===== config.mk =====
export PLATFORM = sky130hd
export DESIGN_NAME = tci_regs
export DESIGN_NICKNAME = d
export VERILOG_FILES = /design/src/inc/tci_pkg.sv /design/src/rtl/tci_regs.sv
export SDC_FILE = /design/constraint.sdc
export NUM_CORES = 1
export LEC_CHECK = 0
export ABC_AREA = 1
export BUFFER_PORTS_ARGS = -buffer_cell sky130_fd_sc_hd__buf_2
export CAP_MARGIN = 40
export CORE_ASPECT_RATIO = 0.8
export CORE_MARGIN = 1.5
export CORE_UTILIZATION = 54
export CTS_CLUSTER_SIZE = 8
export DETAILED_ROUTE_END_ITERATION = 10
export PLACE_DENSITY_LB_ADDON = 0.08
export SKIP_CTS_REPAIR_TIMING = 1
export SYNTH_ARGS = -nofsm -noshare
export SYNTH_HDL_FRONTEND = slang
export SYNTH_SLANG_ARGS = --single-unit
export TNS_END_PERCENT = 50

===== constraint.sdc =====
create_clock -name clock -period 4.58 [get_ports clock]
set_input_delay 0.687 -clock clock [delete_from_list [all_inputs] [get_ports clock]]
set_output_delay 0.687 -clock clock [all_outputs]
set_load 0.01 [all_outputs]

===== src/inc/tci_pkg.sv =====
// tci_pkg: offsets, reset values, field layout, timings and types of the
// touch calibration and interrupt register bank.
// assumes a 200 MHz clock and a register port fed by the serial interface.
package tci_pkg;

    ////////////////////////////////////////////////////////////////////////
    // register offsets
    localparam logic [7:0] ADDR_GROUP_TIMING = 8'h24;
    localparam logic [7:0] ADDR_AUTO_CAL_EN = 8'h25;
    localparam logic [7:0] ADDR_CAL_REQUEST = 8'h26;
    localparam logic [7:0] ADDR_TOUCH_IRQ_EN = 8'h27;
    localparam logic [7:0] ADDR_GPIO_IRQ_EN = 8'h28;
    localparam logic [7:0] ADDR_GROUP_CAL_REQ = 8'h46;

    // reset values
    localparam logic [7:0] RST_GROUP_TIMING = 8'hd4;
    localparam logic [7:0] RST_AUTO_CAL_EN = 8'hff;
    localparam logic [7:0] RST_CAL_REQUEST = 8'h00;
    localparam logic [7:0] RST_TOUCH_IRQ_EN = 8'hff;
    localparam logic [7:0] RST_GPIO_IRQ_EN = 8'h00;
    localparam logic [6:0] RST_GROUP_CAL_REQ = 7'h00;

    // field positions
    localparam int TIMEOUT_MSB = 7;
    localparam int TIMEOUT_LSB = 4;
    localparam int REPEAT_MSB = 3;
    localparam int REPEAT_LSB = 0;
    localparam int GROUP_BIT = 7;
    localparam int NUM_SINGLE = 7;
    localparam int NUM_GROUPED = 7;
    localparam int NUM_SENSORS = 14;

    ////////////////////////////////////////////////////////////////////////
    // timing
    localparam int CLK_PERIOD_PS = 5000;
    localparam int MS_PS = 1000000000;
    localparam int MS_CYCLES = MS_PS / CLK_PERIOD_PS;
    localparam logic [13:0] CAL_WINDOW_MS = 14'd600;
    localparam logic [13:0] REPEAT_STEP_MS = 14'd35;

    // press timeout code to milliseconds
    function automatic logic [13:0] press_timeout_ms(input logic [3:0] code);
        case (code)
            4'h0: press_timeout_ms = 14'd560;
            4'h1: press_timeout_ms = 14'd840;
            4'h2: press_timeout_ms = 14'd1120;
            4'h3: press_timeout_ms = 14'd1400;
            4'h4: press_timeout_ms = 14'd1680;
            4'h5: press_timeout_ms = 14'd2240;
            4'h6: press_timeout_ms = 14'd2800;
            4'h7: press_timeout_ms = 14'd3360;
            4'h8: press_timeout_ms = 14'd3920;
            4'h9: press_timeout_ms = 14'd4480;
            4'ha: press_timeout_ms = 14'd5600;
            4'hb: press_timeout_ms = 14'd6720;
            4'hc: press_timeout_ms = 14'd7840;
            4'hd: press_timeout_ms = 14'd8906;
            4'he: press_timeout_ms = 14'd10080;
            default: press_timeout_ms = 14'd11200;
        endcase
    endfunction : press_timeout_ms

    ////////////////////////////////////////////////////////////////////////
    // types
    typedef enum logic [1:0] {CAL_IDLE, CAL_ANALOG, CAL_DIGITAL} tci_cal_state_type;

    typedef struct packed {
        logic [NUM_SENSORS-1:0] mask;
        logic analog_start;
        logic digital_start;
        logic busy;
    } tci_cal_out_type;

    typedef struct packed {
        logic [7:0] group_timing;
        logic [7:0] auto_cal_en;
        logic [7:0] cal_request;
        logic [7:0] touch_irq_en;
        logic [7:0] gpio_irq_en;
        logic [6:0] group_cal_req;
        logic [7:0] rdata;
        logic irq;
        logic [31:0] ms_div;
        logic [13:0] press_ms;
        logic press_done;
        logic [13:0] repeat_ms;
        logic repeat_pulse;
        logic [NUM_SENSORS-1:0] auto_pend;
        tci_cal_state_type cal_state;
        logic [13:0] cal_ms;
        logic group_in_run;
        logic [NUM_SENSORS-1:0] cal_fail;
        tci_cal_out_type cal;
    } tci_state_type;

endpackage : tci_pkg


===== src/rtl/tci_regs.sv =====
// tci_regs: calibration, timing and interrupt enable registers with the
// recalibration sequencer and interrupt pin gating.
// assumes the serial interface decodes transfers into one-cycle read and
// write strobes, and the sensing engine runs on the same clock.
//
// Contract
// - group timing register 24h resets d4h
// - press timeout code maps nonlinear 560..11200ms
// - low nibble sets slide repeat interval
// - repeat interval is (code+1) times 35ms
// - auto calibration enables 25h reset ffh
// - auto enable ignored for unsampled sensors
// - group auto off: only manual group recal
// - request bit starts recal, self-clears when done
// - group request clears after whole group succeeds
// - 46h holds grouped sensor requests, bit7 unused
// - recal runs analog update then digital capture
// - recal blanks presses, base counts invalid, 600ms
// - touch during recal invalidates the attempt
// - 27h bit7 gates group gesture interrupts
// - 27h bits 6..0 gate sensor touch interrupts
// - 28h resets 00h, gates gpio interrupts
// - enabled gpio status asserts interrupt pin
`timescale 1ns/1ps

module tci_regs
    import tci_pkg::*;
#(
    parameter int ms_cycles = MS_CYCLES
) (
    input wire logic clock,
    input wire logic rst,
    input wire logic reg_write,
    input wire logic reg_read,
    input wire logic [7:0] reg_addr,
    input wire logic [7:0] reg_wdata,
    output logic [7:0] reg_rdata,
    input wire logic [7:0] sample_enable,
    input wire logic [6:0] group_sample_enable,
    input wire logic [NUM_SENSORS-1:0] touch_raw,
    input wire logic [6:0] touch_status,
    input wire logic [3:0] group_event_status,
    input wire logic [7:0] gpio_status,
    input wire logic [6:0] auto_cal_due,
    input wire logic slide_active,
    input wire logic analog_done,
    input wire logic digital_done,
    output tci_cal_out_type cal_out,
    output logic slide_repeat,
    output logic irq
);

    ////////////////////////////////////////////////////////////////////////
    // address decode used by the read and write paths
    function automatic logic hit(input logic [7:0] addr, input logic [7:0] target);
        hit = (addr == target);
    endfunction : hit

    tci_state_type s_r;
    tci_state_type s_nxt;

    logic ms_tick;
    logic [NUM_SENSORS-1:0] sampled;
    logic grouped_touch;
    logic [13:0] press_limit;
    logic [13:0] repeat_limit;
    logic [NUM_SENSORS-1:0] manual_want;
    logic [NUM_SENSORS-1:0] want;
    logic [NUM_SENSORS-1:0] fail_now;
    logic [NUM_SENSORS-1:0] ok;
    logic [NUM_SENSORS-1:0] clr;
    logic clr_group;
    logic finish;
    logic timed_out;
    logic run_ok;
    logic group_in_mask;
    logic group_irq;
    logic touch_irq;
    logic gpio_irq;
    logic repeat_irq;

    ////////////////////////////////////////////////////////////////////////
    // millisecond prescaler and sampled sensor mask
    assign ms_tick = (s_r.ms_div == 32'(ms_cycles - 1));
    assign sampled = {group_sample_enable & {NUM_GROUPED{sample_enable[GROUP_BIT]}},
                      sample_enable[NUM_SINGLE-1:0]};
    assign grouped_touch = |(touch_raw[NUM_SENSORS-1:NUM_SINGLE] &
                             sampled[NUM_SENSORS-1:NUM_SINGLE]);
    assign press_limit = press_timeout_ms(s_r.group_timing[TIMEOUT_MSB:TIMEOUT_LSB]);
    assign repeat_limit = 14'((s_r.group_timing[REPEAT_MSB:REPEAT_LSB] + 5'd1) * REPEAT_STEP_MS);

    ////////////////////////////////////////////////////////////////////////
    // pending calibration requests
    always_comb begin
        manual_want = {s_r.group_cal_req, s_r.cal_request[NUM_SINGLE-1:0]};
        // group request covers all grouped sensors
        if (s_r.cal_request[GROUP_BIT]) begin
            manual_want[NUM_SENSORS-1:NUM_SINGLE] = {NUM_GROUPED{1'b1}};
        end
        // unsampled sensors keep their request until sampled
        want = (manual_want | s_r.auto_pend) & sampled;
    end
    // group bit may only clear in a run that holds grouped sensors
    assign group_in_mask = |want[NUM_SENSORS-1:NUM_SINGLE];

    ////////////////////////////////////////////////////////////////////////
    // sequencer completion terms
    // touch invalidates attempt
    assign fail_now = s_r.cal_fail | (s_r.cal.mask & touch_raw);
    // 600ms window bound
    // a run that overstays its window fails every sensor in it
    assign timed_out = ms_tick && (s_r.cal_ms == CAL_WINDOW_MS - 14'd1);
    assign finish = (s_r.cal_state == CAL_DIGITAL && digital_done) ||
                    (s_r.cal_state != CAL_IDLE && timed_out);
    // only a digital capture inside the window counts as success
    assign run_ok = (s_r.cal_state == CAL_DIGITAL) && digital_done && !timed_out;
    assign ok = run_ok ? s_r.cal.mask & ~fail_now : '0;
    assign clr = ok;
    // group clears only if every grouped sensor succeeded
    assign clr_group = finish && s_r.group_in_run &&
                       ((s_r.cal.mask[NUM_SENSORS-1:NUM_SINGLE] &
                         ~ok[NUM_SENSORS-1:NUM_SINGLE]) == '0);

    ////////////////////////////////////////////////////////////////////////
    // interrupt causes
    // group gesture gate
    assign group_irq = |group_event_status && s_r.touch_irq_en[GROUP_BIT];
    assign touch_irq = |(touch_status & s_r.touch_irq_en[NUM_SINGLE-1:0]);
    assign gpio_irq = |(gpio_status & s_r.gpio_irq_en);
    assign repeat_irq = s_r.repeat_pulse && s_r.touch_irq_en[GROUP_BIT];

    ////////////////////////////////////////////////////////////////////////
    // next state
    always_comb begin
        s_nxt = s_r;
        s_nxt.cal.analog_start = 1'b0;
        s_nxt.cal.digital_start = 1'b0;
        s_nxt.repeat_pulse = 1'b0;
        s_nxt.press_done = 1'b0;
        s_nxt.ms_div = ms_tick ? 32'h0 : s_r.ms_div + 32'h1;

        s_nxt.cal_request[NUM_SINGLE-1:0] = s_r.cal_request[NUM_SINGLE-1:0] &
                                            ~clr[NUM_SINGLE-1:0];
        s_nxt.cal_request[GROUP_BIT] = s_r.cal_request[GROUP_BIT] & ~clr_group;
        s_nxt.group_cal_req = s_r.group_cal_req & ~clr[NUM_SENSORS-1:NUM_SINGLE];
        // pending auto requests survive failed runs
        s_nxt.auto_pend = s_r.auto_pend & ~clr;

        // register writes; request bits only set, so set wins over clear
        if (reg_write) begin
            if (hit(reg_addr, ADDR_GROUP_TIMING)) begin
                s_nxt.group_timing = reg_wdata;
            end
            if (hit(reg_addr, ADDR_AUTO_CAL_EN)) begin
                s_nxt.auto_cal_en = reg_wdata;
            end
            if (hit(reg_addr, ADDR_CAL_REQUEST)) begin
                s_nxt.cal_request = s_nxt.cal_request | reg_wdata;
            end
            if (hit(reg_addr, ADDR_TOUCH_IRQ_EN)) begin
                s_nxt.touch_irq_en = reg_wdata;
            end
            if (hit(reg_addr, ADDR_GPIO_IRQ_EN)) begin
                s_nxt.gpio_irq_en = reg_wdata;
            end
            if (hit(reg_addr, ADDR_GROUP_CAL_REQ)) begin
                s_nxt.group_cal_req = s_nxt.group_cal_req | reg_wdata[6:0];
            end
        end

        // reads return the value held before this edge's write
        // register reads, unmapped addresses read zero
        if (reg_read) begin
            case (1'b1)
                hit(reg_addr, ADDR_GROUP_TIMING): s_nxt.rdata = s_r.group_timing;
                hit(reg_addr, ADDR_AUTO_CAL_EN): s_nxt.rdata = s_r.auto_cal_en;
                hit(reg_addr, ADDR_CAL_REQUEST): s_nxt.rdata = s_r.cal_request;
                hit(reg_addr, ADDR_TOUCH_IRQ_EN): s_nxt.rdata = s_r.touch_irq_en;
                hit(reg_addr, ADDR_GPIO_IRQ_EN): s_nxt.rdata = s_r.gpio_irq_en;
                hit(reg_addr, ADDR_GROUP_CAL_REQ): s_nxt.rdata = {1'b0, s_r.group_cal_req};
                default: s_nxt.rdata = 8'h00;
            endcase
        end

        // timer stops at its limit, so one press fires once
        // grouped press duration timer
        if (!grouped_touch) begin
            s_nxt.press_ms = 14'd0;
        end else if (ms_tick && s_r.press_ms < press_limit) begin
            s_nxt.press_ms = s_r.press_ms + 14'd1;
            s_nxt.press_done = (s_r.press_ms == press_limit - 14'd1);
        end

        // free-running ms tick: first repeat may come up to 1ms early
        // slide auto repeat timer
        if (!slide_active) begin
            s_nxt.repeat_ms = 14'd0;
        end else if (ms_tick) begin
            if (s_r.repeat_ms >= repeat_limit - 14'd1) begin
                s_nxt.repeat_ms = 14'd0;
                s_nxt.repeat_pulse = 1'b1;
            end else begin
                s_nxt.repeat_ms = s_r.repeat_ms + 14'd1;
            end
        end

        // auto requests only for sampled sensors
        s_nxt.auto_pend[NUM_SINGLE-1:0] = s_nxt.auto_pend[NUM_SINGLE-1:0] |
            (auto_cal_due & s_r.auto_cal_en[NUM_SINGLE-1:0] & sampled[NUM_SINGLE-1:0]);
        // group auto recal needs group enable
        if (s_r.press_done && s_r.auto_cal_en[GROUP_BIT]) begin
            s_nxt.auto_pend[NUM_SENSORS-1:NUM_SINGLE] =
                s_nxt.auto_pend[NUM_SENSORS-1:NUM_SINGLE] | sampled[NUM_SENSORS-1:NUM_SINGLE];
        end

        // recalibration sequencer
        // requests raised while busy wait for the next run
        if (s_r.cal_state != CAL_IDLE && ms_tick) begin
            s_nxt.cal_ms = s_r.cal_ms + 14'd1;
        end
        if (s_r.cal_state != CAL_IDLE) begin
            s_nxt.cal_fail = fail_now;
        end
        case (s_r.cal_state)
            CAL_IDLE: begin
                if (|want) begin
                    s_nxt.cal.mask = want;
                    s_nxt.cal.busy = 1'b1;
                    s_nxt.cal.analog_start = 1'b1;
                    s_nxt.cal_fail = '0;
                    s_nxt.cal_ms = 14'd0;
                    s_nxt.group_in_run = s_r.cal_request[GROUP_BIT] && group_in_mask;
                    s_nxt.cal_state = CAL_ANALOG;
                end
            end
            CAL_ANALOG: begin
                if (timed_out) begin
                    s_nxt.cal_state = CAL_IDLE;
                end else if (analog_done) begin
                    s_nxt.cal.digital_start = 1'b1;
                    s_nxt.cal_state = CAL_DIGITAL;
                end
            end
            CAL_DIGITAL: begin
                if (finish) begin
                    s_nxt.cal_state = CAL_IDLE;
                end
            end
            default: begin
                s_nxt.cal_state = CAL_IDLE;
            end
        endcase
        // a timed-out analog phase ends the run as well
        if (finish || (s_r.cal_state == CAL_ANALOG && timed_out)) begin
            s_nxt.cal.mask = '0;
            s_nxt.cal.busy = 1'b0;
            s_nxt.group_in_run = 1'b0;
        end

        // registered interrupt pin
        s_nxt.irq = group_irq || touch_irq || gpio_irq || repeat_irq;
    end

    ////////////////////////////////////////////////////////////////////////
    // state register
    always_ff @(posedge clock) begin
        if (rst) begin
            s_r <= '0;
            s_r.group_timing <= RST_GROUP_TIMING;
            s_r.auto_cal_en <= RST_AUTO_CAL_EN;
            s_r.cal_request <= RST_CAL_REQUEST;
            s_r.touch_irq_en <= RST_TOUCH_IRQ_EN;
            s_r.gpio_irq_en <= RST_GPIO_IRQ_EN;
            s_r.group_cal_req <= RST_GROUP_CAL_REQ;
            s_r.cal_state <= CAL_IDLE;
        end else begin
            s_r <= s_nxt;
        end
    end

    ////////////////////////////////////////////////////////////////////////
    // outputs
    assign reg_rdata = s_r.rdata;
    // mask blanks presses and base counts
    assign cal_out = s_r.cal;
    assign slide_repeat = s_r.repeat_pulse;
    assign irq = s_r.irq;

endmodule : tci_regs


Word level (Yosys, flattened, before mapping)
Memories as Yosys holds them, arrays and structs flattened. A register that Yosys moved wholly into a read port is not among the register bits.
Index checks and enable logic that the tools add are counted.

word-level totals
  flip-flop bits (word level) = 180
  bits in read-only memories = 192
  input bits = 78
  logic and storage cells = 147
  memories kept = 1

memory list
  memory           words  bits a word  read ports  clocked after Yosys merged registers in  write ports  RTL line       text
  (no name shown)  16     12           1           1                                        0            tci_pkg.sv:43  case (code)

cells by class
  add/subtract/negate cells = 7
  $mul = 1
  order comparisons = 2
  eq/ne operators = 14
  muxes and demuxes = 27
  bitwise operators = 31
  reductions and logical operators = 42

operators by type and width
  kind                                                                   count
  8-bit two-way mux                                                      8
  14-bit bitwise AND                                                     4
  7-bit bitwise AND                                                      8
  14-bit two-way mux                                                     4
  46-bit two-way mux                                                     1
  44-bit two-way mux                                                     1
  14-bit by 1-bit adder with 14-bit output (second input constant)       3
  8-bit by 6-bit == test with 1-bit output (second input constant)       5
  32-bit by 1-bit adder with 32-bit output (second input constant)       1
  32-bit by 18-bit == test with 1-bit output (second input constant)     1
  31-bit two-way mux                                                     1
  7-bit two-way mux                                                      4
  14-bit inverter                                                        2
  14-bit OR                                                              2
  7-bit OR                                                               3
  7-bit OR reduction                                                     3
  14-bit by 10-bit == test with 1-bit output (second input constant)     1
  14-bit == test                                                         1
  14-bit greater-or-equal comparator                                     1
  14-bit < comparator                                                    1
  7-bit inverter                                                         2
  14-bit OR reduction                                                    1
  14-bit by 1-bit subtractor with 14-bit output (second input constant)  1
  1-bit logical AND                                                      13
  other kinds (27)                                                       52

Logic depth before layout (Yosys ltp)
Gate-level depths: netlist of the first run.

  depth in word-level cells = 14
  depth in mapped cells = 30
  gate-level depth less buffers = 29

Least setup slack after synthesis of the first run
No wires, ideal clock.

  path type = reg2reg
  start = reg s_r[172] (netlist name)
  end = reg s_r[71] (netlist name)
  library setup time = 0.117 ns
  arrival = 4.167 ns
  setup slack = 0.296 ns
  cell stages (with the launch flop) = 28
  path buffers = 1
  period minus slack after synthesis = 4.284 ns
  cell sequence = dfxtp_1 > inv_1 > nor3_1 > or2_2 > nand2_1 > ha_1 > inv_1 > ha_1 > or2_2 > ha_1 > ha_1 > a21oi_1 > o21ai_0 > a21oi_1 > o21ai_0 > xor2_1 > ha_1 > inv_1 > o31a_1 > nand2_1 > nand2_1 > nand3_1 > nand2_1 > nand2_1 > nand2_1 > nand2_1 > buf_2 > nor2_1

between the ends
  cells in the longest elaborated chain, start to end = 5

ends and longest elaborated chain
  element                                        RTL line         text
  start: declaration                             tci_regs.sv:59   tci_state_type s_r;
  start signal: assignment                       tci_regs.sv:277  s_r <= s_nxt;
  4-bit by 1-bit adder with 5-bit output         tci_regs.sv:90   assign repeat_limit = 14'((s_r.group_timing[REPEAT_MSB:REPEAT_LSB] + 5'd1) * REPEAT_STEP_MS);
  5-bit by 6-bit multiplier with 11-bit output   tci_regs.sv:90
  11-bit by 1-bit subtractor with 12-bit output  tci_regs.sv:199  if (s_r.repeat_ms >= repeat_limit - 14'd1) begin
  14-bit greater-or-equal comparator             tci_regs.sv:199
  14-bit two-way mux                             tci_regs.sv:199

Every way passes these cells.
A chain may end at the register's enable or synchronous reset.

Worst setup path in the final report of the first run
  start = reg s_r[172] (netlist name)
  end = reg s_r[66] (netlist name)

The elaborated chain is that of the path after synthesis.

==> impl_summary.md, run 1 <==
Logic synthesis
The synthesized area per cell is 6.99 um^2. Counting every net in the synthesized netlist gives 1715. The most used flip-flop cell after synthesis is dfxtp_1.

The instance count of the mapped netlist is 1579. Sequential elements use 34.8% of the synthesized area. During synthesis, Yosys emitted a total of 0 warnings.

In this run, synthesis produced a sequential element count of 192. Counting flops with a built-in enable in the synthesized netlist gives 0. Counting flops with an async set or reset pin after synthesis yields a share of 0%.

The number of different library cells used by synthesis comes to 53. In this run the cell area of the synthesized design comes to 11000 um^2.

Drt
The detailed-route DRC error count is 0. The count of TritonRoute iterations in the first routing pass is 5. The final layout contains routed wiring with a total length of 28500 um. The final route contains 10400 vias. In this run the remaining antenna-violating nets after routing total 0. The violation count after the first detailed-route iteration is 891.

The routed wire length per instance is 14.8 um. Using the TritonRoute via totals, the vias-per-cell ratio works out to 5.37.

Global routing
The number of global-route vias before repair is 9122. Global routing used 26.8% of the available tracks. The number of antenna violations at the first check in global routing is 1. The total overflow left after global routing is 0. The global-route wire length before repair is 45600 um. Entering global routing, the biggest net connects 51 pins.

Die
The area enclosed by the die boundary is 21300 um^2. The number of ports placed on the die boundary is 105. The area inside the core boundary is 19900 um^2. The width of the die is 163 um.

The row count is 46. The vertical die dimension is 131 um. The initial utilization of the core area, before any placement, comes to 55.4%.

Clock network
The clock tree synthesis step divided the H-tree into 4 levels. The post-CTS clock slew at the launch and capture registers of the worst setup and hold paths is 0.08 ns. TritonCTS built the clock tree. The clock tree root buffer cell is clkbuf_16. The clock latency on the worst-skew pair is 0.44 ns. The clock net sink count is 192.

The number of buffers on the longest clock path is 2. The number of CTS-inserted buffers is 17.

STA
The number of slew-limit violations in the final report came to 0. Setup violations remaining at the end of the flow were counted as 0. The clock period could shrink to 4.27 ns. The setup clock skew after layout is 0.0163 ns. The worst slew margin relative to its limit is 39.0%. The final hold slack is 0.450 ns. The final number of hold-violating endpoints is 0. The upper clock frequency limit is 0.234 GHz. The slew at the pin closest to its max-slew limit is 0.908 ns.

The worst path uses 93.3% of the clock period. Summed over all failing endpoints, the final setup total negative slack is 0 ns.

Critical path
Of all nets on the critical path, the largest fanout is 6. Data on the critical path arrives at its endpoint at 4.61 ns. The worst setup path is launched from a register. The type of the setup path with the least slack is register to register.

For the worst setup path, the data required time is 4.92 ns. The largest stage delay on the critical path is 0.36 ns. STA classifies the critical path endpoint as a register.

The largest individual stage delay along the critical path comes from the cell dfxtp_2.

Finish
The share of final-layout standard cells stronger than drive strength 1 is 12.4%. Once layout is complete, the cells apart from fillers number 1931. Relative to the synthesized area, the layout overhead comes to 11.2%. Counting the fill cells in the layout gives 1907.

The number of antenna diodes in the final layout is 0. At the end of the flow, the number of nets in the layout was 1790. The footprint of the flip-flops and latches is 3850 um^2. The area taken by multi-input logic gates is 6140 um^2. The top cell types in the final layout, fill and taps aside, are 352 x nand2_1, 190 x dfxtp_1, 187 x inv_1, 159 x nor2_1, 140 x a21oi_1.

The commonest non-fill, non-tap cell in the layout is nand2_1. The cell area after layout is 12300 um^2.

Pwr
Registers are responsible for 48.8% of the overall power. The worst-case IR drop observed on VDD is 0.154 mV. Of the total power, the clock network draws 44.7%. In this run switching power makes up 25.7% of total power.

Combinational logic is responsible for 6.5% of the overall power. In this run the power spent charging and discharging nets is 0.893 mW. The leakage power of the design is 5.23 nW. The internal power is 2.58 mW. The completed layout was analyzed and its total power is 3.47 mW. Power spread over the standard cell area amounts to 283 nW/um^2.

Place
The post-detailed-placement cell area is 11600 um^2. The detailed placement HPWL is 21700 um. Routability-driven placement finished with a final weighted congestion of 0.897. The port buffer count is 104. The number of cells in the design after placement is 1897.

Flow run
Across the run, the number of max-cap violations was 0.

Hold path
The tightest min-delay check is of the register to register type.

Status
The run finished with clean final reports.
==> sequential cells by signal, indices dropped and copies added, names as in the netlist <==
| register | flops |
|---|---|
| s_r | 146 |
| manual_want | 7 |
| press_limit | 12 |
| cal_out | 17 |
| slide_repeat | 1 |
| irq | 1 |
| reg_rdata | 8 |
==> critical path: cells and delay by family (launching register included) <==
family	cells	cell delay, ns
compound gates	5	0.84
flops	1	0.36
buf+inv	3	0.17
xor+xnor	1	0.15
simple gates	12	1.40
fa+ha+maj	5	1.25
==> per-layer routing <==
layer  share of wire (%)  GRT usage, %  wire length [um]  vias up
li1                    -             -                 -     5326
met1                  50          39.4             14200     4709
met2                  43          41.2             12400      290
met3                 5.4          4.01              1540       37
met4                 1.3          6.48               385        0
met5                   0             0                 0        -
==> kinds of logic after synthesis <==
group	Yosys count	synth area share, %
flip-flops	192	34.8
AO/OA/AOI/OAI	251	12.8
adder cells (fa/ha/maj)	58	6.71
XOR/XNOR	54	4.28
AND/OR/NAND/NOR	766	31.3
multiplexers	2	0.181
buffers and inverters	256	9.87
==> cell usage after synthesis (all sizes together) (26+ instances only) <==
master	n	area [um^2]
nand2	362	1390
inv	196	736
dfxtp	192	3840
nor2	170	688
a21oi	140	701
nand3	122	661
ha	56	701
xor2	45	394
nor3	44	246
buf	41	283
o21ai	40	204
nand4	26	169
==> stage by stage <==
stage          util, %  setup WS [ns]
2_1_floorplan        -          0.296
3_3_place_gp      58.2         0.0505
3_5_place_dp      58.4        -0.0574
4_1_cts           61.4        -0.0862
5_1_grt           61.6       -0.00694
6_report          61.6          0.307
==> cell type report <==
class                      instances  area share [%]
clock buffer                      17            3.47
clock inverter                    15            1.46
inverter                         197            6.03
multi-input combinational       1132            50.0
sequential                       192            31.3
tap                              264            2.69
timing repair buffer             114            5.00
==> final timing paths <==
| kind | to | slack (ns) | cells after the start | start |
|---|---|---|---|---|
| max | s_r[66] | 0.31 | 26 | s_r[172] |
| min | cal_out[0] | 0.45 | 2 | cal_out[0] |
| max reg2reg | s_r[66] | 0.31 | 26 | s_r[172] |
| min reg2reg | cal_out[0] | 0.45 | 2 | cal_out[0] |
==> power by group through the flow <==
stage	Sequential [mW]	Combinational [mW]	Clock (mW)
finish	1.70	0.225	1.55
global route	1.70	0.246	1.64
CTS	1.70	0.222	1.58
detailed placement	1.73	0.221	0
global placement	1.73	0.217	0
floorplan	1.73	0.133	0
(Power assumes the default switching activity.)
==> run 2: changes to the inputs <==
Settings changed: CORE_UTILIZATION 54 to 55, CTS_BUF_LIST set to sky130_fd_sc_hd__clkbuf_8 sky130_fd_sc_hd__clkbuf_16.
Clock period 4.58 ns to 5 ns, I/O delays scaled along.
==> run 2 against run 1 <==
Total power down 9.2%. Sequential cell count unchanged. Sequential share of layout area rose by 0.16 points. Largest cell class unchanged. Global-route usage grew 0.71 points. Critical path depth fell by 1. Clock power down 10%. Worst hold slack hardly changed.
==> impl_summary.md, run 2 (same netlist as run 1, synthesis figures left out) <==
Status
The run finished with clean final reports.

Clock network
The root buffer cell chosen for the clock tree is clkbuf_16. The clock latency on the worst-skew pair is 0.45 ns (about the same). The clock net sink count is 192 (unchanged). The number of CTS-inserted buffers came to 17 (unchanged). The number of H-tree levels is 4 (unchanged). The number of buffers on the longest clock path is 2 (unchanged). The post-CTS clock slew at the launch and capture registers of the worst setup and hold paths is 0.09 ns (about the same). TritonCTS built the clock tree.

Finish
The flip-flop count of the largest register after layout is 146 (unchanged). The cell area after layout is 12200 um^2 (-0.57%). Compared with the post-synthesis result, the final layout area differs by 10.6%. The area taken by multi-input logic gates is 6110 um^2 (-0.41%).

The final non-filler cell total was 1928 (-0.16%). The share of final-layout standard cells stronger than drive strength 1 is 11.8% (-0.58 points). The core occupancy in the finished layout is 61.8% (+0.18 points). The footprint of the flip-flops and latches came to 3840 um^2 (about the same).

The number of nets in the finished design was 1787 (-0.17%). The total inserted antenna cells is 0 (unchanged). The fill cell instance count of the final layout is 1867 (-2.1%).

The top register by number of flip-flops is s_r. Leaving out fill and tap cells, the most frequent cell in the layout is nand2_1. The library cells used most frequently in the layout, excluding fill and tap cells, are 353 x nand2_1, 192 x dfxtp_1, 188 x inv_1, 160 x nor2_1, 140 x a21oi_1.

Drt
The count of TritonRoute iterations in the first routing pass is 5 (unchanged). The detailed-route vias per instance is 5.42 (+0.92%). The violation count after the first detailed-route iteration came to 832 (-6.6%).

The detailed-route DRC error count is 0 (unchanged). The routed wire length per instance is 14.8 um (+0.19%). The number of vias in the routed layout is 10400 (+0.76%).

The residual antenna-violating net count after detailed routing is 0 (unchanged). The final wirelength is 28600 um (about the same).

STA
The final number of hold-violating endpoints is 0 (unchanged). The upper clock frequency limit is 0.224 GHz (-4.1%). The final clock period utilization by the worst path came to 89.1% (-4.2 points).

The number of failing setup endpoints in the final timing report is 0 (unchanged). Setup repair after global routing left no endpoint under its margin. The post-route setup TNS is 0 ns (unchanged). The worst slew margin relative to its limit is 43.3% (+4.3 points). The final period demand of the worst path is 4.45 ns (+0.182 ns). The number of slew-limit violations in the final report is 0 (unchanged). The slew at the pin closest to its max-slew limit came to 0.843 ns (-0.0652 ns). The setup clock skew after layout is 0.0173 ns (+0.000982 ns).

Die
The vertical die dimension is 130 um (-0.89%). The area enclosed by the die boundary was 20900 um^2 (-1.8%). The row count is 46 (unchanged).

The area inside the core boundary is 19700 um^2 (-0.87%). The number of ports placed on the die boundary is 105 (unchanged). The width of the die is 161 um (-0.90%). The initial core utilization is 55.9% (+0.48 points).

Place
The post-detailed-placement cell area came to 11600 um^2 (-0.19%). The port buffer count is 104 (unchanged). The detailed placement HPWL is 21600 um (-0.75%). The number of cells in the design after placement is 1896 (-0.053%).

The routability congestion estimate from global placement came to 0.882 (-1.7%).

Global routing
The largest net degree at the start of global routing is 51 (unchanged). The global-route wire length before repair is 46200 um (+1.4%). The total global-route track usage is 27.5% (+0.71 points). The met2 track utilization from global routing was 42.5% (+1.2 points). The met1 capacity usage during global routing came to 40.1% (+0.74 points).

The number of global-route vias before repair is 9327 (+2.2%). The global routing usage on met3 is 3.50% (-0.51 points). The global route total overflow is 0 (unchanged). The number of antenna violations at the first check in global routing is 1 (unchanged). The most crowded layer after global routing is met2.

Pwr
The part of the power in registers is 49.3% (+0.5 points). The leakage power of the design is 5.20 nW (-0.51%). The switching fraction of total power is 26.5% (+0.79 points). The relative contribution of combinational cells to total power is 6.5% (about the same). The worst supply voltage drop on vdd came to 0.214 mV (+39%). The internal power is 2.32 mW (-10%). The overall power consumption is 3.15 mW (-9.2%). The net switching power of the design is 0.836 mW (-6.5%). The fraction of power consumed by the clock network came to 44.2% (-0.5 points). The power density over the cells was 258 nW/um^2 (-8.7%).

Critical path
The worst endpoint data arrival time is 4.79 ns (+0.18 ns). The maximum fanout along the worst path was 11 (+5). The required time of the worst setup path was 5.34 ns (+0.42 ns). The buffers plus inverters on the worst setup path was 4 (+1). In this design, the largest share of critical-path delay is due to adder cells. The critical path endpoint category is a register. The element type at the critical path start is a register. On the critical path, the stage with the largest delay is an instance of dfxtp_1.

The type of the setup path with the least slack is register to register. The largest stage delay on the critical path is 0.35 ns (about the same).

Flow run
The number of max-cap violations was 0 (unchanged).

Hold path
The class of the tightest hold or removal check is register to register.
==> run 2: changes by cell type in the layout (fill, tap and decap cells not counted), sizes merged <==
cell / previous run / this run
nand2: 363 / 362
inv: 201 / 202
bufinv: 2 / 1
buf: 114 / 112
==> run 2: routing by layer <==
metal	part of all wire [%]	wire length, um
met5	0	0
met4	1.7	493
met3	5.3	1510
met2	43	12300
met1	50	14200
==> run 2: cell type report <==
class                      instances  area share [%]
multi-input combinational       1131            50.1
inverter                         197            6.06
tap                              264            2.71
clock buffer                      17            3.49
sequential                       192            31.5
timing repair buffer             112            4.78
clock inverter                    15            1.36
==> run 2: worst paths after layout <==
path              cells after the start       start  slack, ns         end
setup / recovery                     25    s_r[172]       0.55     s_r[65]
hold reg to reg                       2  cal_out[0]       0.45  cal_out[0]
hold / removal                        2  cal_out[0]       0.45  cal_out[0]
setup reg to reg                     25    s_r[172]       0.55     s_r[65]
==> run 2: stage by stage <==
step	worst slack [ns]	hold WS, ns
after detailed placement	0.280	0.439
final	0.546	0.450
after floorplan	0.716	0.418
after CTS	0.255	0.452
after global routing	0.0226	0.475
after global placement	0.418	0.434
==> run 2: power by group through the flow <==
stage	clock [mW]	combinational, mW	sequential (mW)
2_1_floorplan	0	0.122	1.59
3_3_place_gp	0	0.199	1.59
3_5_place_dp	0	0.202	1.59
4_1_cts	1.41	0.203	1.55
5_1_grt	1.47	0.224	1.55
6_report	1.39	0.205	1.55
==> run 2: worst reg2reg max path: cells and delay by family (launching register included) <==
kind,cells,cell delay (ns)
fa+ha+maj,5,1.45
compound gates,5,0.92
buf+inv,4,0.41
xor+xnor,2,0.35
flops,1,0.35
simple gates,9,0.86
